File: src/rtl/hpf_pkg.sv
package hpf_pkg;

  // ----------------------------------------------------------------
  // Register decode
  // ----------------------------------------------------------------
  localparam logic [7:0] PCI_OFS_STATUS = 8'h14;
  localparam logic [7:0] PCI_OFS_CMDVEC = 8'h18;
  localparam logic [7:0] PCI_OFS_DATA   = 8'h1c;
  localparam logic [2:0] BUS_IDX_STATUS = 3'h5;
  localparam logic [2:0] BUS_IDX_CMDVEC = 3'h6;
  localparam logic [2:0] BUS_IDX_DATA   = 3'h7;

  // ----------------------------------------------------------------
  // Host mode codes
  // ----------------------------------------------------------------
  localparam logic [2:0] MODE_PCI   = 3'h1;
  localparam logic [2:0] MODE_BUS_A = 3'h2;
  localparam logic [2:0] MODE_BUS_B = 3'h3;

  // ----------------------------------------------------------------
  // FIFO depths and wait limit
  // ----------------------------------------------------------------
  localparam int         TX_DEPTH      = 6;
  localparam int         RX_DEPTH      = 6;
  localparam logic [2:0] TX_CAP_FULL   = 3'h6;
  localparam logic [2:0] TX_CAP_BUS    = 3'h5;
  localparam logic [2:0] TX_CAP_PCI32  = 3'h3;
  localparam logic [2:0] RX_CAP        = 3'h6;
  localparam logic [2:0] PTR_LAST      = 3'h5;
  localparam logic [3:0] PCI_MAX_WAITS = 4'h8;

  // ----------------------------------------------------------------
  // Field positions and reset values
  // ----------------------------------------------------------------
  localparam int          STAT_REQ     = 7;
  localparam int          STAT_RXREQ   = 2;
  localparam int          STAT_TXREQ   = 1;
  localparam int          STAT_TXRDY   = 0;
  localparam int          CV_PEND      = 0;
  localparam logic [31:0] CV_WMASK     = 32'h0000_80ff;
  localparam logic [31:0] BUS_WMASK    = 32'h00ff_ffff;
  localparam logic [31:0] CV_RESET     = 32'h0000_0000;
  localparam logic        TXRDY_RESET  = 1'b1;

  // Host access as presented by the bus front end
  typedef struct packed {
    logic        sel;
    logic        wr;
    logic [7:0]  addr;
    logic [3:0]  be;
    logic [31:0] wdata;
  } hpf_host_req_t;

  typedef enum logic [1:0] {ST_IDLE, ST_WAIT, ST_DONE} hpf_state_t;

endpackage

File: src/rtl/hpf_status.sv
module hpf_status (
  // Clock and reset
  input  wire logic                  ref_clk,
  input  wire logic                  srst,
  // Mode and enables
  input  wire logic [2:0]            host_mode_field,
  input  wire logic [1:0]            tx_format_field,
  input  wire logic                  slave_fetch_type,
  input  wire logic                  rx_request_enable,
  input  wire logic                  tx_request_enable,
  // Host access
  input  wire hpf_pkg::hpf_host_req_t host_req,
  output logic [31:0]                host_rdata_q,
  output logic                       pci_target_ready_pin_q,
  output logic                       transfer_ack_pin_q,
  output logic                       host_retry_q,
  output logic                       host_irq_pin_q,
  // Core transmit register into the receive FIFO
  input  wire logic                  core_tx_valid,
  input  wire logic [31:0]           core_tx_data,
  output logic                       core_tx_ready_q,
  // Core receive register out of the transmit FIFO
  input  wire logic                  core_rx_pop,
  output logic [31:0]                core_rx_data_q,
  output logic                       core_rx_valid_q,
  // Host command handshake
  input  wire logic                  core_cmd_done,
  output logic [31:0]                cmd_vector_q
);

  // ----------------------------------------------------------------
  // Mode and address decode
  // ----------------------------------------------------------------
  wire logic       is_pci   = host_mode_field == hpf_pkg::MODE_PCI;
  wire logic       is_bus   = host_mode_field == hpf_pkg::MODE_BUS_A ||
                              host_mode_field == hpf_pkg::MODE_BUS_B;
  wire logic [2:0] bus_idx  = host_req.addr[2:0];
  wire logic       hit_stat = is_pci ? host_req.addr == hpf_pkg::PCI_OFS_STATUS
                                     : bus_idx == hpf_pkg::BUS_IDX_STATUS;
  wire logic       hit_cmd  = is_pci ? host_req.addr == hpf_pkg::PCI_OFS_CMDVEC
                                     : bus_idx == hpf_pkg::BUS_IDX_CMDVEC;
  wire logic       hit_data = is_pci ? host_req.addr == hpf_pkg::PCI_OFS_DATA
                                     : bus_idx == hpf_pkg::BUS_IDX_DATA;

  // Usable depth shrinks with the mode; a deeper fill left over from a mode change just
  // reads as full until it drains
  wire logic [2:0] tx_cap = is_bus ? hpf_pkg::TX_CAP_BUS
                          : (is_pci && tx_format_field == 2'h0) ? hpf_pkg::TX_CAP_PCI32
                          : hpf_pkg::TX_CAP_FULL;

  // ----------------------------------------------------------------
  // State
  // ----------------------------------------------------------------
  hpf_pkg::hpf_state_t st_q, st_d;
  logic [3:0]  wait_q, wait_d;
  logic [2:0]  tx_cnt_q, tx_rd_q, tx_wr_q;
  logic [2:0]  rx_cnt_q, rx_rd_q, rx_wr_q;
  logic [31:0] tx_mem [hpf_pkg::TX_DEPTH];
  logic [31:0] rx_mem [hpf_pkg::RX_DEPTH];
  logic        rx_flag_q, tx_flag_q, txrdy_q, combined_host_request_q;

  // ----------------------------------------------------------------
  // Access sequencing
  // ----------------------------------------------------------------
  wire logic rx_avail  = rx_cnt_q != 3'h0;
  wire logic tx_room   = tx_cnt_q < tx_cap;
  wire logic cmd_busy  = cmd_vector_q[hpf_pkg::CV_PEND];
  wire logic ready_now = host_req.wr ? ((hit_data ? tx_room : 1'b1) &&
                                        !(hit_cmd && cmd_busy))
                                     : (hit_data ? rx_avail : 1'b1);
  wire logic req_live  = host_req.sel && (is_pci || is_bus) &&
                         (st_q == hpf_pkg::ST_IDLE || st_q == hpf_pkg::ST_WAIT);
  wire logic finish    = req_live && ready_now;
  // Only PCI gives up; the parallel bus waits as long as it takes
  wire logic give_up   = req_live && !ready_now && is_pci && st_q == hpf_pkg::ST_WAIT &&
                         wait_q == hpf_pkg::PCI_MAX_WAITS - 4'h1;
  wire logic tx_push   = finish && host_req.wr && hit_data;
  wire logic rx_pop    = finish && !host_req.wr && hit_data;
  wire logic cmd_wr    = finish && host_req.wr && hit_cmd;
  wire logic tx_pop    = core_rx_pop && tx_cnt_q != 3'h0;
  wire logic rx_push   = core_tx_valid && rx_cnt_q < hpf_pkg::RX_CAP;

  // Next state of the access sequencer
  always_comb
  begin
    st_d   = st_q;
    wait_d = wait_q;
    case (st_q)
      hpf_pkg::ST_IDLE:
      begin
        wait_d = 4'h0;
        if (finish)
          st_d = hpf_pkg::ST_DONE;
        else if (req_live)
          st_d = hpf_pkg::ST_WAIT;
      end
      hpf_pkg::ST_WAIT:
      begin
        if (finish || give_up || !host_req.sel)
          st_d = hpf_pkg::ST_DONE;
        else
          wait_d = wait_q + 4'h1;
      end
      hpf_pkg::ST_DONE:
      begin
        // Host must drop its select before a new access is looked at
        if (!host_req.sel)
          st_d = hpf_pkg::ST_IDLE;
      end
      default: st_d = hpf_pkg::ST_IDLE;
    endcase
  end

  // ----------------------------------------------------------------
  // FIFO counts and pointers
  // ----------------------------------------------------------------
  wire logic [2:0] tx_cnt_d = tx_cnt_q + {2'b00, tx_push} - {2'b00, tx_pop};
  wire logic [2:0] rx_cnt_d = rx_cnt_q + {2'b00, rx_push} - {2'b00, rx_pop};
  wire logic [2:0] tx_rd_d  = tx_pop ? (tx_rd_q == hpf_pkg::PTR_LAST ? 3'h0 : tx_rd_q + 3'h1)
                                     : tx_rd_q;
  wire logic [2:0] tx_wr_d  = tx_push ? (tx_wr_q == hpf_pkg::PTR_LAST ? 3'h0 : tx_wr_q + 3'h1)
                                      : tx_wr_q;
  wire logic [2:0] rx_rd_d  = rx_pop ? (rx_rd_q == hpf_pkg::PTR_LAST ? 3'h0 : rx_rd_q + 3'h1)
                                     : rx_rd_q;
  wire logic [2:0] rx_wr_d  = rx_push ? (rx_wr_q == hpf_pkg::PTR_LAST ? 3'h0 : rx_wr_q + 3'h1)
                                      : rx_wr_q;

  // Head of the host-to-core FIFO is the core receive register; a word landing in an
  // empty (or just emptied) FIFO is forwarded in the same cycle
  wire logic        tx_fwd    = tx_cnt_q == 3'h0 || (tx_pop && tx_cnt_q == 3'h1);
  wire logic [31:0] tx_wdata  = is_bus ? host_req.wdata & hpf_pkg::BUS_WMASK : host_req.wdata;
  wire logic [31:0] core_rx_d = tx_cnt_d == 3'h0 ? 32'h0000_0000
                              : tx_fwd ? tx_wdata : tx_mem[tx_rd_d];

  // Flags from the next counts, so they track every transfer in the same edge
  wire logic rx_flag_d = !slave_fetch_type && rx_cnt_d != 3'h0;
  wire logic tx_flag_d = tx_cnt_d < tx_cap;
  wire logic txrdy_d   = tx_cnt_d == 3'h0;
  wire logic combined_host_request_d    = (tx_request_enable && tx_flag_d) ||
                         (rx_request_enable && rx_flag_d);

  // Read data; status reads touch nothing
  wire logic [31:0] status_w = {24'h00_0000, combined_host_request_q, 4'h0, rx_flag_q, tx_flag_q, txrdy_q};
  wire logic [31:0] rdata_w  = hit_stat ? status_w
                             : hit_cmd  ? cmd_vector_q
                             : hit_data ? rx_mem[rx_rd_q] : 32'h0000_0000;

  // Byte-lane merge for command vector writes
  wire logic [31:0] lane_mask = {{8{host_req.be[3]}}, {8{host_req.be[2]}},
                                 {8{host_req.be[1]}}, {8{host_req.be[0]}}};
  wire logic [31:0] cv_wmask  = lane_mask & hpf_pkg::CV_WMASK;
  wire logic [31:0] cv_d      = (cmd_vector_q & ~cv_wmask) | (host_req.wdata & cv_wmask);

  // ----------------------------------------------------------------
  // FIFO storage, one generate loop per FIFO
  // ----------------------------------------------------------------
  for (genvar i = 0; i < hpf_pkg::TX_DEPTH; i++)
  begin : g_tx
    always_ff @(posedge ref_clk)
    begin
      if (tx_push && tx_wr_q == 3'(i))
        tx_mem[i] <= tx_wdata;
    end
  end

  for (genvar i = 0; i < hpf_pkg::RX_DEPTH; i++)
  begin : g_rx
    always_ff @(posedge ref_clk)
    begin
      if (rx_push && rx_wr_q == 3'(i))
        rx_mem[i] <= core_tx_data;
    end
  end

  // ----------------------------------------------------------------
  // Registers
  // ----------------------------------------------------------------
  // Sequencer and FIFO bookkeeping
  always_ff @(posedge ref_clk)
  begin
    if (srst)
    begin
      st_q     <= hpf_pkg::ST_IDLE;
      wait_q   <= 4'h0;
      tx_cnt_q <= 3'h0;
      tx_rd_q  <= 3'h0;
      tx_wr_q  <= 3'h0;
      rx_cnt_q <= 3'h0;
      rx_rd_q  <= 3'h0;
      rx_wr_q  <= 3'h0;
    end
    else
    begin
      st_q     <= st_d;
      wait_q   <= wait_d;
      tx_cnt_q <= tx_cnt_d;
      tx_rd_q  <= tx_rd_d;
      tx_wr_q  <= tx_wr_d;
      rx_cnt_q <= rx_cnt_d;
      rx_rd_q  <= rx_rd_d;
      rx_wr_q  <= rx_wr_d;
    end
  end

  // Flags and outputs
  always_ff @(posedge ref_clk)
  begin
    if (srst)
    begin
      rx_flag_q              <= 1'b0;
      tx_flag_q              <= 1'b0;
      txrdy_q                <= hpf_pkg::TXRDY_RESET;
      combined_host_request_q                 <= 1'b0;
      host_irq_pin_q         <= 1'b0;
      host_rdata_q           <= 32'h0000_0000;
      pci_target_ready_pin_q <= 1'b0;
      transfer_ack_pin_q     <= 1'b0;
      host_retry_q           <= 1'b0;
      core_tx_ready_q        <= 1'b0;
      core_rx_data_q         <= 32'h0000_0000;
      core_rx_valid_q        <= 1'b0;
    end
    else
    begin
      rx_flag_q              <= rx_flag_d;
      tx_flag_q              <= tx_flag_d;
      txrdy_q                <= txrdy_d;
      combined_host_request_q                 <= combined_host_request_d;
      host_irq_pin_q         <= combined_host_request_d;
      host_rdata_q           <= (finish && !host_req.wr) ? rdata_w : host_rdata_q;
      pci_target_ready_pin_q <= finish && is_pci;
      transfer_ack_pin_q     <= finish && is_bus;
      host_retry_q           <= give_up;
      core_tx_ready_q        <= rx_cnt_d < hpf_pkg::RX_CAP;
      core_rx_data_q         <= core_rx_d;
      core_rx_valid_q        <= tx_cnt_d != 3'h0;
    end
  end

  // Command vector; only accepted while idle, so the core's done never races a write
  always_ff @(posedge ref_clk)
  begin
    if (srst)
      cmd_vector_q <= hpf_pkg::CV_RESET;
    else if (cmd_wr)
      cmd_vector_q <= cv_d;
    else if (core_cmd_done)
      cmd_vector_q[hpf_pkg::CV_PEND] <= 1'b0;
  end

  // ----------------------------------------------------------------
  // Checks
  // ----------------------------------------------------------------
  chk_fetch_zero: assert property (@(posedge ref_clk) disable iff (srst)
    slave_fetch_type |=> !rx_flag_q)
    else $error("receive flag set in fetch mode");

  chk_rx_flag_set: assert property (@(posedge ref_clk) disable iff (srst)
    (rx_push && !slave_fetch_type) |=> rx_flag_q)
    else $error("receive flag not set after core data");

  chk_txrdy_write: assert property (@(posedge ref_clk) disable iff (srst)
    tx_push |=> !txrdy_q ##0 core_rx_valid_q)
    else $error("transmitter ready still set after host write");

  chk_irq_combine: assert property (@(posedge ref_clk) disable iff (srst)
    host_irq_pin_q == (($past(tx_request_enable) && tx_flag_q) ||
                       ($past(rx_request_enable) && rx_flag_q)))
    else $error("interrupt does not match enabled flags");

  chk_pci_wait_max: assert property (@(posedge ref_clk) disable iff (srst)
    (is_pci && req_live && !ready_now && st_q == hpf_pkg::ST_IDLE) ##1
    (st_q == hpf_pkg::ST_WAIT && is_pci && host_req.sel)[*8] |=>
    (pci_target_ready_pin_q || host_retry_q))
    else $error("pci access ran past eight wait cycles");

  chk_bus_rd_stall: assert property (@(posedge ref_clk) disable iff (srst)
    (is_bus && req_live && !host_req.wr && hit_data && !rx_avail) |=> !transfer_ack_pin_q)
    else $error("bus read acknowledged with no receive data");

  chk_bus_wr_stall: assert property (@(posedge ref_clk) disable iff (srst)
    (is_bus && req_live && host_req.wr && hit_data && !tx_room) |=> !transfer_ack_pin_q)
    else $error("bus write acknowledged into a full fifo");

  chk_cmd_stall: assert property (@(posedge ref_clk) disable iff (srst)
    (req_live && host_req.wr && hit_cmd && cmd_busy) |=>
    !(transfer_ack_pin_q || pci_target_ready_pin_q))
    else $error("command write taken while a command is pending");

  chk_tx_depth: assert property (@(posedge ref_clk) disable iff (srst)
    tx_push |-> tx_cnt_q < tx_cap)
    else $error("host write beyond the mode depth");

endmodule // hpf_status

File: config.mk
export PLATFORM = sky130hd
export DESIGN_NAME = hpf_status
export DESIGN_NICKNAME = d
export VERILOG_FILES = /design/src/rtl/hpf_pkg.sv /design/src/rtl/hpf_status.sv
export SDC_FILE = /design/constraint.sdc
export NUM_CORES = 1
export LEC_CHECK = 0
export CAP_MARGIN = 10
export CORE_UTILIZATION = 45
export DETAILED_ROUTE_END_ITERATION = 8
export DONT_BUFFER_PORTS = 1
export GPL_TIMING_DRIVEN = 0
export PLACE_DENSITY_LB_ADDON = 0.15
export SLEW_MARGIN = 25
export SYNTH_ARGS = -nofsm -noshare
export SYNTH_HDL_FRONTEND = slang
export SYNTH_SLANG_ARGS = --single-unit
File: constraint.sdc
create_clock -name ref_clk -period 10.8 [get_ports ref_clk]
set_input_delay 2.16 -clock ref_clk [delete_from_list [all_inputs] [get_ports ref_clk]]
set_output_delay 2.16 -clock ref_clk [all_outputs]
set_load 0.05 [all_outputs]
==> results_dict.tcl, run 1 <==
set metrics [dict create \
    cts_root_buffer "clkbuf_16" \
    layout.nets 1350 \
    rsz0062_at_grt "no" \
    grt_max_degree 20 \
    fillers 3363 \
    clkTransAtPathRegs_ns 0.06 \
    yosysTopAreaCellShare 0.614 \
    grt.total_usage 0.202 \
    fin_util 0.530 \
    skew_ns 0.0218 \
    numCtsBuffers 52 \
    synth_area_leaders "edfxtp_1, dfxtp_1, mux4_2" \
    required_ns 11.28 \
    grt_pass1_wl_mm 63.1 \
    htree_levels 2 \
    rows 74 \
    port_buffers 0 \
    worst_slew_pin_slew_ns 0.829 \
    hold-worst-slack_ns 0.477 \
    wire_per_inst_um 23.1 \
    grt-ovfl-total 0 \
    diodes 0 \
    crit_type "in -> reg" \
    setup_viol_count_final 0 \
    finalCritPeriodShare 0.617 \
    cts_resized 0 \
    syn_avg_cell_area_sq_um 16.9 \
    worst_slack_ns 4.13 \
    ys_warn_count 0 \
    max_freq_mhz 150 \
    cp.arrival_ns 7.14 \
    antenna_found_initial 0 \
    powerDensity_nw_per_um2 221 \
    cp-end-kind "flip-flop" \
    p_leak_nw 7.35 \
    gp_congestion 0.816 \
    cts_setup_buffers 0 \
    final_cell_mix "edfxtp_1, dfxtp_1, nor2_1" \
    clk_path_buf_depth 3 \
    place_ws_ns 3.56 \
    path_max_fanout 10 \
    finalHoldViolCount 0 \
    dp_cells 1723 \
    insertion_delay_ns 0.60 \
    antenna_left 0 \
    multiInputGateArea_sq_um 4740 \
    drt-total-wl_mm 42.1 \
    viasPerCell 5.49 \
    min_path_type "reg -> reg" \
    period_needed_ns 6.67 \
    yosys.area.top_type "edfxtp_1" \
    die_y_um 206 \
    ys.flop_type "edfxtp_1" \
    die_w_um 206 \
    dieArea_sq_um 42600 \
    synthArstFlopShare 0 \
    maxSlewHeadroom 0.444 \
    synthDistinctLibCells 61 \
    dr.pass1.iters 7 \
    status "finished with violations" \
    netlist_area_sq_um 18800 \
    initial_core_util 0.458 \
    cts.sinks 493 \
    fin_cells 1821 \
    num_vias 10000 \
    ir_drop_v 0.000143 \
    cap_violations 0 \
    violations "design-rule violations" \
    final_common_cell "edfxtp_1" \
    layout-drive-gt1-share 0.204 \
    io_pins 193 \
    grt_pass1_vias 10300 \
    drv_slew 0 \
    synth_edf_count 384 \
    ys_seq_area_frac 0.730 \
    syn2layout_area_growth_pct 15.8 \
    core_sq_um 41000 \
    hpwl_mm 29.2 \
    ys_seq_elements 493 \
    cts_tree "yes" \
    cp-start-kind "primary input" \
    route.detailed.drc 20 \
    cts_hold_buf 0 \
    drtIter0Drc 676 \
    syn_inst 1114 \
    regArea_sq_um 13700 \
]
## synthesized netlist by cell type, drive strengths merged (3+ instances only)
cell     count
a21oi       42
a221o       32
a221oi       6
a22oi        3
a311oi       5
and2        12
buf         44
clkbuf      37
dfxtp      109
edfxtp     384
ha          12
inv         18
mux2i       72
mux4        64
nand2       60
nand2b       7
nand3        5
nor2        88
nor2b        5
nor3        18
nor4         8
nor4b        4
o2111ai     24
o21a         3
o21ai        5
or3          3
or4          3
xnor2        7
## power by group
part / leakage [nW] / internal, mW / total (mW) / switching (mW)
combinational: 2.14 / 0.329 / 0.710 / 0.381
clock: 0.846 / 1.05 / 1.78 / 0.733
sequential: 4.37 / 2.13 / 2.32 / 0.186
total: 7.35 / 3.51 / 4.81 / 1.30
## cell type report
type,count,area share
clock inverters,15,0.00782
flip-flops and latches,493,0.630
multi-input cells,544,0.218
plain buffers,81,0.0191
inverters,18,0.00311
clock buffers,83,0.0722
well taps,532,0.0306
repair buffers,55,0.0191
## registers in the layout, indices dropped and copies added (netlist names), 4 cells and up, named ones only
name	count
tx_mem	192
host_rdata_q	32
core_rx_data_q	32
wait_q	4
rx_mem	192
## layer usage
layer / wire (um) / part of all wire / track usage / vias to the layer above
li1: - / - / - / 4600
met1: 16600 / 0.39 / 0.244 / 5060
met2: 21600 / 0.51 / 0.350 / 274
met3: 2820 / 0.067 / 0.0530 / 72
met4: 1110 / 0.026 / 0.0685 / 0
met5: 0 / 0 / 0 / -
## critical path, cell delays in order
cell and delay, ns:
nand2b_1 0.39, inv_1 0.15, ha_1 0.23, o41ai_1 0.68, nand4_1 0.27, clkbuf_1 0.35
ha_1 0.38, inv_1 0.04, ha_1 0.18, fa_1 0.40, xnor2_1 0.15, xnor2_1 0.24
a21o_1 0.22, inv_1 0.10, nand3_1 0.25, clkbuf_1 0.52, nor2_1 0.11, a221o_1 0.31
## per-stage QoR
stage	power, mW	area, sq um	TNS [ns]
floorplan	2.90	18900	0
global placement	3.07	19500	-14.04
detailed placement	3.08	20000	0
CTS	4.87	21800	0
global route	4.99	21800	0
finish	4.81	21800	0
## path summary, 6_finish.rpt
path	to	slack (ns)	depth (start not counted)	startpoint
worst max-delay path	core_rx_data_q[28]$_SDFF_PP0_	4.13	18	host_mode_field[2]
worst min-delay path	rx_rd_q[2]$_SDFFE_PP0N_	0.48	2	rx_rd_q[2]$_SDFFE_PP0N_
worst max register to register	core_rx_data_q[28]$_SDFF_PP0_	5.83	16	tx_cnt_q[2]$_SDFF_PP0_
worst min register to register	rx_rd_q[2]$_SDFFE_PP0N_	0.48	2	rx_rd_q[2]$_SDFFE_PP0N_
## kinds of logic after synthesis
family	after synthesis	share of synthesized area
xor gates and xnor gates	7	0.00326
AOI/OAI and AO/OA	139	0.0588
buffers and inverters	99	0.0256
and+or+nand+nor	225	0.0568
DFF	493	0.730
adders and majority gates	14	0.0101
other	1	0.000200
muxes	136	0.115
(Power assumes the default switching activity.)
==> run 2: changes to the inputs <==
clock period = 6.05 ns   (was 10.8 ns; I/O delays follow)
==> results_dict.tcl, run 2 (same netlist as run 1, synthesis figures left out) <==
set metrics [dict create \
    cp.arrival_ns 6.13 \
    ir_drop_v 0.000281 \
    layout.nets 1352 \
    rows 74 \
    critPathLaunch "host_mode_field[1]" \
    drv_slew 0 \
    grt_pass1_vias 10200 \
    gp_congestion 0.831 \
    numCtsBuffers 51 \
    grt-ovfl-total 0 \
    maxSlewHeadroom 0.406 \
    slowest_delay_ns 0.57 \
    final_common_cell "edfxtp_1" \
    htree_levels 2 \
    path_cells "or3b_1 > buf_4 > nor3_1 > ha_1 > nor3_1 > nor2_1 > o41ai_2 > nand4_1 > clkbuf_1 > ha_1 > inv_1 > ha_1 > fa_1 > xnor2_1 > xnor2_1 > a21o_1 > inv_1 > nand3_1 > clkbuf_1 > nor2_1 > a221o_1" \
    powerDensity_nw_per_um2 395 \
    grt_max_degree 21 \
    dr.pass1.iters 7 \
    clkTransAtPathRegs_ns 0.06 \
    insertion_delay_ns 0.60 \
    cp-end-kind "flip-flop" \
    crit_type "in -> reg" \
    drt-total-wl_mm 42.2 \
    port_buffers 0 \
    finalCritPeriodShare 0.937 \
    core_sq_um 41000 \
    grt_pass1_wl_mm 63.2 \
    path_delay_family "buffers and inverters" \
    path_max_fanout 10 \
    io_pins 193 \
    ff2ff_setup_slack_ns 1.29 \
    syn2layout_area_growth_pct 16.0 \
    cap_violations 0 \
    crit_buf_inv 5 \
    cts.sinks 493 \
    grt.total_usage 0.203 \
    period_needed_ns 5.67 \
    finalHoldViolCount 0 \
    min_path_type "reg -> reg" \
    setup_viol_count_final 0 \
    status "finished with violations" \
    required_ns 6.51 \
    min_from "wait_q[3]$_SDFFE_PP0P_" \
    cp-start-kind "primary input" \
    initial_core_util 0.458 \
    rsz0062_at_grt "no" \
    fillers 3365 \
    post_dp_cell_area_sq_um 20000 \
    cts_hold_buf 0 \
    diodes 0 \
    hpwl_mm 29.4 \
    final_cell_mix "edfxtp_1, dfxtp_1, nor2_1" \
    crit_slowest_cell "clkbuf_1" \
    viasPerCell 5.47 \
    top_regs "rx_mem x192, tx_mem x192" \
    p_leak_nw 7.37 \
    antenna_found_initial 0 \
    fin_area_sq_um 21800 \
    cts_root_buffer "clkbuf_16" \
    tns_ns 0 \
    layout-drive-gt1-share 0.206 \
    num_vias 9967 \
    dieArea_sq_um 42600 \
    crit_top_cell "ha_1" \
    max_freq_mhz 176 \
    wire_per_inst_um 23.2 \
    worst_slew_pin_slew_ns 0.891 \
    cts_tree "yes" \
    violations "design-rule violations" \
    antenna_left 0 \
    cts_resized 0 \
    route.detailed.drc 20 \
    die_w_um 206 \
    clk_path_buf_depth 3 \
    die_y_um 206 \
    skew_ns 0.0252 \
    cts_setup_buffers 0 \
    reg2reg_from "tx_cnt_q[2]$_SDFF_PP0_" \
    drtIter0Drc 589 \
]
==> run 2: final cells by class <==
type / count / area [sq um] / share of cell area
multi-input cells: 544 / 4750 / 0.218
inverters: 18 / 67.6 / 0.00310
plain buffers: 81 / 415 / 0.0191
repair buffers: 58 / 434 / 0.0199
well taps: 532 / 666 / 0.0306
flip-flops and latches: 493 / 13700 / 0.629
clock inverters: 23 / 285 / 0.0131
clock buffers: 73 / 1450 / 0.0666
==> run 2: path summary, 6_finish.rpt <==
check / end / depth (start not counted)
worst min-delay path: wait_q[3]$_SDFFE_PP0P_ / 2
worst max-delay path: core_rx_data_q[12]$_SDFF_PP0_ / 21
worst min register to register: wait_q[3]$_SDFFE_PP0P_ / 2
worst max register to register: core_rx_data_q[12]$_SDFF_PP0_ / 16
==> run 2: layer usage <==
metal  global-route usage  up-vias  wire length [um]
met5                    0        -                 0
met4               0.0714        0              1300
met3               0.0580       75              2830
met2                0.349      234             21200
met1                0.243     5065             16900
li1                     -     4593                 -
==> run 2: power breakdown <==
group | internal (mW) | switching, mW
combinational | 0.590 | 0.677
sequential | 3.81 | 0.332
clock | 1.89 | 1.30
total | 6.29 | 2.31
==> run 2: per-stage QoR <==
step                hold slack (ns)   util  std cells  power (mW)  worst slack [ns]
floorplan                     0.439      -       1136        5.17            -0.407
global placement              0.460  0.476       1668        5.49             -3.64
detailed placement            0.465  0.489       1726        5.51            -0.308
CTS                           0.473  0.531       1822        8.71             0.283
global route                  0.527  0.531       1822        8.94            0.0638
finish                        0.482  0.531       1822        8.60             0.382
==> run 2: worst min-delay path: stages (launching register included) <==
cell and delay, ns:
dfxtp_1 0.32, nand2_1 0.05, o21ai_0 0.06
